$ cat config.mk
export PLATFORM = sky130hd
export DESIGN_NAME = hbp_host_port
export DESIGN_NICKNAME = d
export VERILOG_FILES = /design/src/hbp_pkg.sv /design/src/hbp_arb_if.sv /design/src/hbp_sync.sv /design/src/hbp_arbiter.sv /design/src/hbp_host_port.sv
export VERILOG_INCLUDE_DIRS = /design/src /design/src/src
export SDC_FILE = /design/constraint.sdc
export NUM_CORES = 1
export LEC_CHECK = 0
export ABC_AREA = 1
export BUFFER_PORTS_ARGS = -buffer_cell sky130_fd_sc_hd__buf_2
export CORE_AREA = 2 2 127 129
export CTS_CLUSTER_SIZE = 14
export DETAILED_ROUTE_END_ITERATION = 10
export DIE_AREA = 0 0 129 131
export PLACE_DENSITY = 0.69
export REMOVE_ABC_BUFFERS = 1
export SKIP_CTS_REPAIR_TIMING = 1
export SLEW_MARGIN = 25
export SYNTH_ARGS = -nofsm -noshare
export SYNTH_HDL_FRONTEND = slang
export SYNTH_HIERARCHICAL = 1
export SYNTH_SLANG_ARGS = --single-unit
$ cat constraint.sdc
create_clock -name clk_i -period 1.95 [get_ports clk_i]
set_clock_uncertainty 0.05 [all_clocks]
set_input_delay 0.0975 -clock clk_i [delete_from_list [all_inputs] [get_ports clk_i]]
set_output_delay 0.0975 -clock clk_i [all_outputs]
set_load 0.01 [all_outputs]
$ cat src/hbp_params.svh
// timing counts, address window and reset values for the host bus port
`ifndef HBP_PARAMS_SVH
`define HBP_PARAMS_SVH

// core clock period
`define HBP_CLK_PERIOD_NS   5

// fixed-time read valid limits (longest times, round down)
`define HBP_TRO8_NS         540
`define HBP_TRO16_NS        570
`define HBP_TRO8_CYC        ((`HBP_TRO8_NS) / (`HBP_CLK_PERIOD_NS))
`define HBP_TRO16_CYC       ((`HBP_TRO16_NS) / (`HBP_CLK_PERIOD_NS))

// fixed-time write hold minimums (least times, round up)
`define HBP_TWP8_NS         540
`define HBP_TWP16_NS        570
`define HBP_TWP8_CYC        ((`HBP_TWP8_NS + `HBP_CLK_PERIOD_NS - 1) / (`HBP_CLK_PERIOD_NS))
`define HBP_TWP16_CYC       ((`HBP_TWP16_NS + `HBP_CLK_PERIOD_NS - 1) / (`HBP_CLK_PERIOD_NS))

// memory ownership of one scan transfer
`define HBP_SCAN_OWN_NS     450
`define HBP_SCAN_OWN_CYC    ((`HBP_SCAN_OWN_NS) / (`HBP_CLK_PERIOD_NS))

// cycles per byte access on the buffer sram
`define HBP_BYTE_CYC        4

// occupied host window, last byte address
`define HBP_WIN_LAST        11'h4ff

// strobe synchroniser depth and idle level
`define HBP_SYNC_STAGES     2
`define HBP_STROBE_IDLE     3'h7

// timer width
`define HBP_CNT_W           8

`endif

$ cat src/hbp_pkg.sv
// types shared by the host bus port modules
package hbp_pkg;

    typedef logic [10:0] hbp_addr_t;
    typedef logic [15:0] hbp_word_t;

    typedef enum logic [2:0] {
        HS_IDLE  = 3'b000,
        HS_GRANT = 3'b001,
        HS_RBUSY = 3'b010,
        HS_READY = 3'b011,
        HS_WCAP  = 3'b100,
        HS_WBUSY = 3'b101
    } hbp_host_state_e;

    typedef enum logic [1:0] {
        AS_IDLE = 2'b00,
        AS_SCAN = 2'b01,
        AS_HOST = 2'b10
    } hbp_arb_state_e;

endpackage : hbp_pkg

$ cat src/hbp_arb_if.sv
// request and grant signals between the port logic and the sram arbiter
`timescale 1ns/10ps

interface hbp_arb_if;
    logic host_req;
    logic scan_req;
    logic op_busy;
    logic host_gnt;
    logic scan_gnt;
    logic scan_start;
    logic scan_end;

    modport port (
        output host_req,
        output scan_req,
        output op_busy,
        input  host_gnt,
        input  scan_gnt,
        input  scan_start,
        input  scan_end
    );

    modport arb (
        input  host_req,
        input  scan_req,
        input  op_busy,
        output host_gnt,
        output scan_gnt,
        output scan_start,
        output scan_end
    );
endinterface : hbp_arb_if

$ cat src/hbp_sync.sv
// two-stage synchroniser for the host strobes
`timescale 1ns/10ps

module hbp_sync #(
    parameter int          WIDTH   = 3,
    parameter logic [WIDTH-1:0] RST_VAL = '1
) (
    // clock and reset
    input  wire logic             clk_i,
    input  wire logic             rst_n_i,
    // levels
    input  wire logic [WIDTH-1:0] async_i,
    output logic      [WIDTH-1:0] sync_o
);
    genvar gi;
    generate
        for (gi = 0; gi < WIDTH; gi++) begin : g_bit
            logic meta_q;
            logic sync_q;
            always_ff @(posedge clk_i or negedge rst_n_i) begin
                if (!rst_n_i) begin
                    meta_q <= RST_VAL[gi];
                    sync_q <= RST_VAL[gi];
                end else begin
                    meta_q <= async_i[gi];
                    sync_q <= meta_q;
                end
            end
            assign sync_o[gi] = sync_q;
        end
    endgenerate
endmodule : hbp_sync

$ cat src/hbp_arbiter.sv
// buffer sram ownership arbiter between host port and scan engine
`timescale 1ns/10ps
`include "hbp_params.svh"

module hbp_arbiter import hbp_pkg::*; #(
    parameter int SCAN_OWN_CYC = `HBP_SCAN_OWN_CYC
) (
    // clock and reset
    input  wire logic clk_i,
    input  wire logic rst_n_i,
    // requests and grants
    hbp_arb_if.arb    arb
);
    localparam logic [7:0] OWN_LAST = 8'(SCAN_OWN_CYC - 1);

    hbp_arb_state_e st_q;
    logic [7:0]     own_cnt_q;
    logic           scan_fin;

    assign scan_fin = (own_cnt_q >= OWN_LAST) && !arb.op_busy;

    always_ff @(posedge clk_i or negedge rst_n_i) begin
        if (!rst_n_i) begin
            st_q <= AS_IDLE;
        end else begin
            unique case (st_q)
                AS_IDLE: begin
                    if (arb.host_req) begin
                        st_q <= AS_HOST;
                    end else if (arb.scan_req) begin
                        st_q <= AS_SCAN;
                    end
                end
                AS_SCAN: begin
                    if (scan_fin) begin
                        st_q <= AS_IDLE;
                    end
                end
                AS_HOST: begin
                    if (!arb.host_req && !arb.op_busy) begin
                        st_q <= AS_IDLE;
                    end
                end
                default: st_q <= AS_IDLE;
            endcase
        end
    end

    // ownership window of one scan transfer
    always_ff @(posedge clk_i or negedge rst_n_i) begin
        if (!rst_n_i) begin
            own_cnt_q <= 8'h00;
        end else if (st_q != AS_SCAN) begin
            own_cnt_q <= 8'h00;
        end else if (own_cnt_q < OWN_LAST) begin
            own_cnt_q <= own_cnt_q + 8'h01;
        end
    end

    assign arb.host_gnt   = (st_q == AS_HOST);
    assign arb.scan_gnt   = (st_q == AS_SCAN);
    assign arb.scan_start = (st_q == AS_IDLE) && !arb.host_req && arb.scan_req;
    assign arb.scan_end   = (st_q == AS_SCAN) && scan_fin;
endmodule : hbp_arbiter

$ cat src/hbp_host_port.sv
// parallel host port with arbitrated access to the external buffer sram
//
// How it works
// - swap low, 8-bit: invert lowest address bit
// - 16-bit bus ignores the swap input
// - width select low 8-bit, high 16-bit
// - 16-bit skips address bit 0, uses sixteen lines
// - only select plus address 000H to 4FFH
// - reads need select and read strobe low
// - write ends when either strobe rises, capture
// - acknowledge low on access, high when done
// - every access goes to the buffer sram
// - idle arbiter serves the scan engine
// - arbiter grants host when no scan running
// - host waits for a running scan transfer
// - scan waits for a running host access
// - scan transfers happen only in host gaps
// - fixed-time mode uses worst-case access time
// - read data valid by 540/570 ns
// - read strobe low, raised around write pulses
// - each scan transfer owns memory 450 ns
`timescale 1ns/10ps
`include "hbp_params.svh"

module hbp_host_port import hbp_pkg::*; #(
    parameter int TRO8_CYC     = `HBP_TRO8_CYC,
    parameter int TRO16_CYC    = `HBP_TRO16_CYC,
    parameter int TWP8_CYC     = `HBP_TWP8_CYC,
    parameter int TWP16_CYC    = `HBP_TWP16_CYC,
    parameter int SCAN_OWN_CYC = `HBP_SCAN_OWN_CYC,
    parameter int BYTE_CYC     = `HBP_BYTE_CYC
) (
    // clock and reset
    input  wire logic        clk_i,
    input  wire logic        rst_n_i,
    // host bus
    input  wire logic [10:0] host_addr_i,
    input  wire logic [15:0] host_data_i,
    output logic      [15:0] host_data_o,
    output logic      [1:0]  host_data_oe_o,
    input  wire logic        host_select_n_i,
    input  wire logic        host_read_n_i,
    input  wire logic        host_write_n_i,
    output logic             host_ack_o,
    // configuration straps
    input  wire logic        bus_width_select_i,
    input  wire logic        byte_swap_n_i,
    input  wire logic        arbiter_enable_n_i,
    input  wire logic        arbiter_auto_enable_n_i,
    // scan engine memory port
    input  wire logic        scan_req_i,
    input  wire logic        scan_we_i,
    input  wire logic [10:0] scan_addr_i,
    input  wire logic [15:0] scan_wdata_i,
    output logic             scan_gnt_o,
    output logic             scan_done_o,
    output logic      [15:0] scan_rdata_o,
    // buffer sram
    output logic      [10:0] mem_addr_o,
    input  wire logic [7:0]  mem_data_i,
    output logic      [7:0]  mem_data_o,
    output logic             mem_data_oe_o,
    output logic             mem_read_n_o,
    output logic             mem_write_n_o
);
    localparam int         CW       = `HBP_CNT_W;
    // read limits also absorb the recognition edge and the ack flop
    localparam logic [CW-1:0] LIM_R8  = CW'(TRO8_CYC - `HBP_SYNC_STAGES - 2);
    localparam logic [CW-1:0] LIM_R16 = CW'(TRO16_CYC - `HBP_SYNC_STAGES - 2);
    localparam logic [CW-1:0] LIM_W8  = CW'(TWP8_CYC - `HBP_SYNC_STAGES);
    localparam logic [CW-1:0] LIM_W16 = CW'(TWP16_CYC - `HBP_SYNC_STAGES);
    localparam logic [2:0]    PC_LAST = 3'(BYTE_CYC - 1);
    localparam logic [2:0]    PC_WEND = 3'(BYTE_CYC - 3);

    hbp_arb_if arb_bus ();

    // synchronised strobes
    logic [2:0]      strobe_s;
    logic            sel_n_s;
    logic            rd_n_s;
    logic            wr_n_s;
    // host side
    hbp_host_state_e hst_q;
    logic            in_window;
    logic            rd_act;
    logic            wr_act;
    logic            wide;
    logic            fixed_mode;
    hbp_addr_t       map_addr;
    hbp_addr_t       hop_addr_q;
    logic            hop_wide_q;
    logic            hop_wr_q;
    hbp_word_t       hop_wdata_q;
    logic [CW-1:0]   tmr_q;
    logic [CW-1:0]   limit_q;
    logic            time_up;
    logic            ack_q;
    hbp_word_t       host_rdata_q;
    logic            op_start_host;
    // sram sequencer
    logic            busy_q;
    logic [2:0]      pc_q;
    logic            bi_q;
    logic            cur_we_q;
    logic            cur_wide_q;
    logic            cur_host_q;
    hbp_addr_t       cur_addr_q;
    hbp_word_t       cur_wdata_q;
    hbp_word_t       rd_buf_q;
    logic            op_done_q;
    hbp_word_t       scan_rdata_q;
    logic            mem_read_n_q;
    logic            mem_write_n_q;
    logic            byte_end;
    logic            op_end;

    hbp_sync #(
        .WIDTH   (3),
        .RST_VAL (`HBP_STROBE_IDLE)
    ) u_sync (
        .clk_i   (clk_i),
        .rst_n_i (rst_n_i),
        .async_i ({host_select_n_i, host_read_n_i, host_write_n_i}),
        .sync_o  (strobe_s)
    );

    assign sel_n_s = strobe_s[2];
    assign rd_n_s  = strobe_s[1];
    assign wr_n_s  = strobe_s[0];

    hbp_arbiter #(
        .SCAN_OWN_CYC (SCAN_OWN_CYC)
    ) u_arb (
        .clk_i   (clk_i),
        .rst_n_i (rst_n_i),
        .arb     (arb_bus.arb)
    );

    // access recognition
    assign wide       = bus_width_select_i;
    assign in_window  = (host_addr_i <= `HBP_WIN_LAST);
    assign rd_act     = !sel_n_s && !rd_n_s && in_window;
    assign wr_act     = !sel_n_s && !wr_n_s && in_window && rd_n_s;
    assign fixed_mode = !arbiter_enable_n_i && arbiter_auto_enable_n_i;

    // byte address seen by the sram
    always_comb begin
        if (wide) begin
            map_addr = {host_addr_i[10:1], 1'b0};
        end else begin
            map_addr = {host_addr_i[10:1], host_addr_i[0] ^ !byte_swap_n_i};
        end
    end

    // host access sequence
    always_ff @(posedge clk_i or negedge rst_n_i) begin
        if (!rst_n_i) begin
            hst_q <= HS_IDLE;
        end else begin
            unique case (hst_q)
                HS_IDLE: begin
                    if (rd_act || wr_act) begin
                        hst_q <= HS_GRANT;
                    end
                end
                HS_GRANT: begin
                    if (arb_bus.host_gnt) begin
                        hst_q <= hop_wr_q ? HS_WCAP : HS_RBUSY;
                    end
                end
                HS_RBUSY: begin
                    if (op_done_q) begin
                        hst_q <= HS_READY;
                    end
                end
                HS_READY: begin
                    if (!rd_act) begin
                        hst_q <= HS_IDLE;
                    end
                end
                HS_WCAP: begin
                    if (!wr_act) begin
                        hst_q <= HS_WBUSY;
                    end
                end
                HS_WBUSY: begin
                    if (op_done_q) begin
                        hst_q <= HS_IDLE;
                    end
                end
                default: hst_q <= HS_IDLE;
            endcase
        end
    end

    // access parameters caught at recognition
    always_ff @(posedge clk_i or negedge rst_n_i) begin
        if (!rst_n_i) begin
            hop_addr_q <= 11'h000;
            hop_wide_q <= 1'b1;
            hop_wr_q   <= 1'b0;
            limit_q    <= '0;
        end else if (hst_q == HS_IDLE && (rd_act || wr_act)) begin
            hop_addr_q <= map_addr;
            hop_wide_q <= wide;
            hop_wr_q   <= !rd_act;
            if (!fixed_mode) begin
                limit_q <= '0;
            end else if (rd_act) begin
                limit_q <= wide ? LIM_R16 : LIM_R8;
            end else begin
                limit_q <= wide ? LIM_W16 : LIM_W8;
            end
        end
    end

    // write data sampled while both strobes are low
    always_ff @(posedge clk_i or negedge rst_n_i) begin
        if (!rst_n_i) begin
            hop_wdata_q <= 16'h0000;
        end else if ((hst_q == HS_IDLE || hst_q == HS_GRANT || hst_q == HS_WCAP) && wr_act) begin
            hop_wdata_q <= hop_wide_q || hst_q == HS_IDLE && wide ? host_data_i : {8'h00, host_data_i[7:0]};
        end
    end

    // access timer from recognition
    always_ff @(posedge clk_i or negedge rst_n_i) begin
        if (!rst_n_i) begin
            tmr_q <= '0;
        end else if (hst_q == HS_IDLE) begin
            tmr_q <= '0;
        end else if (tmr_q != '1) begin
            tmr_q <= tmr_q + 1'b1;
        end
    end

    assign time_up = (tmr_q >= limit_q);

    // acknowledge doubles as wait request
    always_ff @(posedge clk_i or negedge rst_n_i) begin
        if (!rst_n_i) begin
            ack_q <= 1'b1;
        end else if (hst_q == HS_IDLE && (rd_act || wr_act)) begin
            ack_q <= 1'b0;
        end else if ((hst_q == HS_READY || hst_q == HS_WCAP) && time_up) begin
            ack_q <= 1'b1;
        end else if (hst_q == HS_WBUSY || hst_q == HS_IDLE) begin
            ack_q <= 1'b1;
        end
    end

    // read data held for the host
    always_ff @(posedge clk_i or negedge rst_n_i) begin
        if (!rst_n_i) begin
            host_rdata_q <= 16'h0000;
        end else if (op_done_q && cur_host_q && !cur_we_q) begin
            host_rdata_q <= cur_wide_q ? rd_buf_q : {8'h00, rd_buf_q[7:0]};
        end
    end

    assign op_start_host = (hst_q == HS_GRANT && arb_bus.host_gnt && !hop_wr_q)
                        || (hst_q == HS_WCAP && !wr_act);

    // sram byte sequencer shared by both owners
    assign byte_end = busy_q && (pc_q == PC_LAST);
    assign op_end   = byte_end && (bi_q == cur_wide_q);

    always_ff @(posedge clk_i or negedge rst_n_i) begin
        if (!rst_n_i) begin
            busy_q      <= 1'b0;
            pc_q        <= 3'h0;
            bi_q        <= 1'b0;
            cur_we_q    <= 1'b0;
            cur_wide_q  <= 1'b0;
            cur_host_q  <= 1'b0;
            cur_addr_q  <= 11'h000;
            cur_wdata_q <= 16'h0000;
        end else if (op_start_host) begin
            busy_q      <= 1'b1;
            pc_q        <= 3'h0;
            bi_q        <= 1'b0;
            cur_we_q    <= hop_wr_q;
            cur_wide_q  <= hop_wide_q;
            cur_host_q  <= 1'b1;
            cur_addr_q  <= hop_addr_q;
            cur_wdata_q <= hop_wdata_q;
        end else if (arb_bus.scan_start) begin
            busy_q      <= 1'b1;
            pc_q        <= 3'h0;
            bi_q        <= 1'b0;
            cur_we_q    <= scan_we_i;
            cur_wide_q  <= 1'b1;
            cur_host_q  <= 1'b0;
            cur_addr_q  <= {scan_addr_i[10:1], 1'b0};
            cur_wdata_q <= scan_wdata_i;
        end else if (op_end) begin
            busy_q <= 1'b0;
            pc_q   <= 3'h0;
        end else if (byte_end) begin
            pc_q <= 3'h0;
            bi_q <= 1'b1;
        end else if (busy_q) begin
            pc_q <= pc_q + 3'h1;
        end
    end

    // read bytes captured at the end of each byte slot
    always_ff @(posedge clk_i or negedge rst_n_i) begin
        if (!rst_n_i) begin
            rd_buf_q <= 16'h0000;
        end else if (byte_end && !cur_we_q) begin
            if (bi_q) begin
                rd_buf_q[15:8] <= mem_data_i;
            end else begin
                rd_buf_q[7:0] <= mem_data_i;
            end
        end
    end

    always_ff @(posedge clk_i or negedge rst_n_i) begin
        if (!rst_n_i) begin
            op_done_q <= 1'b0;
        end else begin
            op_done_q <= op_end;
        end
    end

    always_ff @(posedge clk_i or negedge rst_n_i) begin
        if (!rst_n_i) begin
            scan_rdata_q <= 16'h0000;
        end else if (op_done_q && !cur_host_q && !cur_we_q) begin
            scan_rdata_q <= rd_buf_q;
        end
    end

    // read strobe low at rest, high and a write pulse inside writes
    always_ff @(posedge clk_i or negedge rst_n_i) begin
        if (!rst_n_i) begin
            mem_read_n_q  <= 1'b0;
            mem_write_n_q <= 1'b1;
        end else begin
            mem_read_n_q  <= busy_q && cur_we_q && !op_end;
            mem_write_n_q <= !(busy_q && cur_we_q && pc_q <= PC_WEND);
        end
    end

    // arbiter hookup
    assign arb_bus.host_req = (hst_q != HS_IDLE);
    assign arb_bus.scan_req = scan_req_i;
    assign arb_bus.op_busy  = busy_q;

    // outputs
    assign host_data_o       = host_rdata_q;
    assign host_data_oe_o[0] = (hst_q == HS_READY) && rd_act;
    assign host_data_oe_o[1] = (hst_q == HS_READY) && rd_act && hop_wide_q;
    assign host_ack_o        = ack_q;
    assign scan_gnt_o        = arb_bus.scan_gnt;
    assign scan_done_o       = arb_bus.scan_end;
    assign scan_rdata_o      = scan_rdata_q;
    assign mem_addr_o        = {cur_addr_q[10:1], cur_addr_q[0] | bi_q};
    assign mem_data_o        = bi_q ? cur_wdata_q[15:8] : cur_wdata_q[7:0];
    assign mem_data_oe_o     = mem_read_n_q;
    assign mem_read_n_o      = mem_read_n_q;
    assign mem_write_n_o     = mem_write_n_q;
endmodule : hbp_host_port

* Word-level counts from Yosys, hierarchy flattened *
Index checks and enable logic that the tools add are counted.

storage, ports and cells
  register bits after elaboration = 151
  logic and storage cells = 179

operators by class
  order comparisons = 5
  bitwise gates (word level) = 3
  equality and inequality tests = 21
  multiplexer cells = 50
  add/sub/neg operators = 3
  reduce and logical (&&, ||, !) cells = 66

operator list
  operator                                                           number
  2-to-1 mux 16 bit                                                  4
  2-to-1 mux 8 bit                                                   5
  2-to-1 mux 3 bit                                                   13
  logical AND 1 bit                                                  30
  2-to-1 mux 11 bit                                                  2
  one-hot mux 3 bit (6 select lines)                                 1
  2-to-1 mux 1 bit                                                   17
  adder 8 x 1 -> 8 bit, second input constant                        2
  logical NOT 1 bit                                                  14
  inequality test 2 bit, second input constant                       6
  nonzero test 3 bit                                                 4
  less-or-equal comparator 11 bit, second input constant             1
  2-to-1 mux 5 bit                                                   2
  equality test 3 x 2 -> 1 bit, second input constant                3
  greater-or-equal comparator 8 x 7 -> 1 bit, second input constant  1
  greater-or-equal comparator 8 bit                                  1
  < comparator 8 x 7 -> 1 bit, second input constant                 1
  2-to-1 mux 2 bit                                                   4
  inequality test 8 bit, second input constant                       1
  logical OR 1 bit                                                   7
  2-to-1 mux 7 bit                                                   1
  equality test 3 bit, second input constant                         2
  inequality test 2 x 1 -> 1 bit, second input constant              3
  one-hot mux 2 bit (3 select lines)                                 1
  other kinds (18)                                                   22

* Logic depth before layout (Yosys ltp) *
  depth after elaboration = 9
  gate-level depth with buffers = 13
  mapped depth without buffers = 12

* By module *
Netlist, hierarchy kept.

by module, submodules not included
  module         area each (um^2)  seq. area each (um^2)  times used  cells each
  hbp_host_port  6,000.8           3,306.9                1           699
  hbp_arbiter    710.7             250.2                  1           94
  hbp_sync       180.2             157.7                  1           9

* Worst setup path before layout *
No wires, ideal clock.

  path type = register to register
  start point = register hst_q[1]
  end point = register cur_addr_q[1]
  stages on the path, launching flop included = 12
  arrival = 1.971 ns
  buffers on the path = 2
  setup slack = -0.141 ns
  data required time = 1.831 ns
  library setup time = 0.069 ns
  cell sequence = dfrtp_1 inv_1 nand2_2 nor2_4 inv_2 nor3_1 nand2_1 inv_1 clkbuf_1 buf_1 nand4_1 nand3_1

between the ends
  cells in the longest elaborated chain, start to end = 5

RTL lines
  what                                 line                  text
  start: declaration                   hbp_host_port.sv:83   hbp_host_state_e hst_q;
  start signal: assignment             hbp_host_port.sv:168  hst_q <= hop_wr_q ? HS_WCAP : HS_RBUSY;
  nonzero test 3 bit                   hbp_host_port.sv:348  assign arb_bus.host_req = (hst_q != HS_IDLE);
  via arb_bus.host_req                 hbp_arb_if.sv:5       logic host_req;
  logical NOT 1 bit                    hbp_arbiter.sv:62     assign arb.scan_start = (st_q == AS_IDLE) && !arb.host_req && arb.scan_req;
  logical AND 1 bit (2 in series)      hbp_arbiter.sv:62
  via arb_bus.scan_start               hbp_arb_if.sv:10      logic scan_start;
  nonzero test 2 bit (no source line)  --
  end signal: assignment               hbp_host_port.sv:285  cur_addr_q <= hop_addr_q;
  end signal: assignment               hbp_host_port.sv:294  cur_addr_q <= {scan_addr_i[10:1], 1'b0};
  end: declaration                     hbp_host_port.sv:107  hbp_addr_t cur_addr_q;

The timed path passes the listed nets, and every way through them passes these cells.
A chain may end at the register's enable or synchronous reset.

* Worst setup path after layout *
  start point = register u_arb.own_cnt_q[0]
  end point = output scan_done_o

between the ends
  cells in the longest elaborated chain, start to end = 3

RTL lines
  what                                        line                 text
  start: declaration                          hbp_arbiter.sv:17    logic [7:0] own_cnt_q;
  start signal: assignment                    hbp_arbiter.sv:56    own_cnt_q <= own_cnt_q + 8'h01;
  greater-or-equal comparator 8 x 7 -> 1 bit  hbp_arbiter.sv:20    assign scan_fin = (own_cnt_q >= OWN_LAST) && !arb.op_busy;
  logical AND 1 bit                           hbp_arbiter.sv:20
  logical AND 1 bit                           hbp_arbiter.sv:63    assign arb.scan_end = (st_q == AS_SCAN) && scan_fin;
  end: declaration                            hbp_host_port.sv:56  output logic scan_done_o,

No other way between the ends.

==> impl_metrics.env <==
export IMPL_crit_path_start_kind="flop"
export IMPL_cp_arrival_ps=1780
export IMPL_cts_root_buf="clkbuf_16"
export IMPL_io_pins=132
export IMPL_drv_slew=0
export IMPL_rsz0062_at_grt="yes"
export IMPL_whs_ps=-0.483
export IMPL_clkTransAtPathRegs_ps=60
export IMPL_grt_antenna_before_repair=0
export IMPL_netlist_area_sq_um=6890
export IMPL_startpoint="u_arb/own_cnt_q[0]"
export IMPL_ant_nets=0
export IMPL_fin_crit_ps=1920
export IMPL_final_cell_mix="nand2_1 (275), dfrtp_1 (139), buf_2 (129), inv_1 (66), dlygate4sd3_1 (66)"
export IMPL_die_h_um=131
export IMPL_p_leak_nw=4.79
export IMPL_r2r_start="u_sync/g_bit[1].sync_q"
export IMPL_drt_iter0_drc=312
export IMPL_ys_ff_latch=148
export IMPL_fp_dieArea_sq_um=16900
export IMPL_place_inst=1127
export IMPL_coreArea_sq_um=15600
export IMPL_slew_limit_headroom_pct=73.3
export IMPL_syn2layout_area_growth_pct=31.3
export IMPL_synth_cells=802
export IMPL_wirelength_mm=16.7
export IMPL_grt_first_pass_wirelength_mm=25.8
export IMPL_drive_gt1_share_pct=22.4
export IMPL_synth_edff_count=0
export IMPL_layout_commonest_cell="nand2_1"
export IMPL_crit_required_ps=1800
export IMPL_crit_type="flop to output port"
export IMPL_finalCritPeriodShare_pct=98.6
export IMPL_power_density_nw_per_um2=1270
export IMPL_cts_tree="done"
export IMPL_totalNegativeSetupSlack_ps=0
export IMPL_setup_violations=0
export IMPL_synth_avg_cell_area_sq_um=8.59
export IMPL_gp_congestion=0.801
export IMPL_critPathMaxFanout=4
export IMPL_violations="hold timing"
export IMPL_hp_class="input pin to flop"
export IMPL_tightest_slew_ps=401
export IMPL_core_rowCount=46
export IMPL_yosysSeqAreaShare_pct=53.9
export IMPL_maxCapViolations=0
export IMPL_cts_sinks=148
export IMPL_firstDrtPassIters=5
export IMPL_cts_buffers=17
export IMPL_cts_buffer_depth=2
export IMPL_instances_no_fill=1227
export IMPL_drt_drc_violations_left=0
export IMPL_grt_usage_pct=19.4
export IMPL_start_util_pct=44.2
export IMPL_fp_dieW_um=129
export IMPL_portBuffers=130
export IMPL_async_flop_share_pct=100
export IMPL_dr_total_vias=6008
export IMPL_synth_flop_cell="dfrtp_1"
export IMPL_grt_overflow=0
export IMPL_grt_pass1_vias=5344
export IMPL_post_dp_hpwl_mm=10.7
export IMPL_worst_ir_drop_vdd_mv=0.736
export IMPL_hp_start="arbiter_enable_n_i"
export IMPL_insertedDiodeCount=0
export IMPL_wl_per_cell_um=13.6
export IMPL_ctsHtreeMaxLevel=4
export IMPL_finish_net_count=1085
export IMPL_run_status="finished with violations"
export IMPL_power_total_w=0.0115
export IMPL_end_kind="output port"
export IMPL_max_freq_ghz=0.520
export IMPL_synth_warnings=6
export IMPL_insertion_delay_ps=420
export IMPL_via_per_inst=4.90
export IMPL_ys_types=41
export IMPL_grt_max_degree=58
export IMPL_postLayoutCoreUtil_pct=58.0
export IMPL_hold_violations=1
## cell families (layout without fill, tap and decap cells)
kind of cell             Yosys count  after routing  share of synthesized area [%]
AND/OR/NAND/NOR                  430            430                           27.6
buffers and inverters            120            329                           8.15
adder cells (fa/ha/maj)           14             14                           2.54
AO/OA/AOI/OAI                     84             84                           7.03
XOR/XNOR                           6              6                          0.763
flip-flops                       148            148                           53.9
## area by class of cell
type                       count  area (sq um)
timing repair buffer         222          1550
multi-input combinational    534          2620
clock inverter                11           153
sequential                   148          3710
clock buffer                  21           450
fill                        1368          6550
tap                          216           270
inverter                      75           284
## where the power goes
group | switching, W | internal [W]
Sequential | 0.000578 | 0.00411
Clock | 0.00128 | 0.00206
Combinational | 0.00207 | 0.00136
Total | 0.00394 | 0.00752
## stage by stage
stage	cell area, sq um	setup WS, ps
final	9050	26.4
after floorplan	6610	-199
after CTS	8360	-50.0
after detailed placement	7760	143
after global placement	7760	182
after global routing	9050	-70.1
## per-layer routing
metal  track usage (%)  wire length [um]  vias to the layer above  part of all wire [%]
li1                  -                 -                     2973                     -
met1              26.0              7500                     2776                    45
met2              31.2              7900                      226                    47
met3              4.76              1040                       33                   6.2
met4              6.59               303                        0                   1.8
met5                 0                 0                        -                     0
## synthesized netlist by cell type, types with 6 or more instances
master | count | share of area, %
nand3_1 | 65 | 4.7
a21oi_1 | 9 | 0.65
dfrtp_1 | 139 | 50
buf_4 | 16 | 1.7
nand2_1 | 275 | 15
inv_2 | 6 | 0.33
inv_1 | 67 | 3.6
buf_2 | 9 | 0.65
nand4_1 | 32 | 2.9
ha_1 | 14 | 2.5
clkbuf_1 | 14 | 0.76
o31ai_1 | 9 | 0.98
nor2_1 | 34 | 1.9
dfstp_2 | 9 | 3.4
o21ai_0 | 56 | 4.1
## critical path, stage by stage, from the launching register on
cell      delay, ps
dfrtp_1         390
inv_1            80
ha_1            210
a21boi_2        160
nand2_2          70
nand3_1          80
nand2_1          90
nor2_2          140
buf_2           160
## registers in the layout, summed over array words and instances (netlist names), 2 cells and up
signal	flops
cur_wdata_q	16
hop_wdata_q	16
host_data_o	16
rd_buf_q	16
scan_rdata_o	16
cur_addr_q	11
hop_addr_q	11
tmr_q	8
u_arb/own_cnt_q	8
limit_q	5
hst_q	3
pc_q	3
u_sync/g_bit.meta_q	3
u_sync/g_bit.sync_q	3
u_arb/st_q	2
## final timing paths
path	depth (start not counted)	slack, ps	endpoint
min in group asynchronous	2	110	limit_q[1]
min reg2reg	0	310	u_sync/g_bit[0].sync_q
max	8	30	scan_done_o
max in group asynchronous	3	1050	mem_write_n_o
max reg2reg	9	180	cur_addr_q[8]
min	6	-0.5	limit_q[3]
Power figures use the tool's default switching activity.
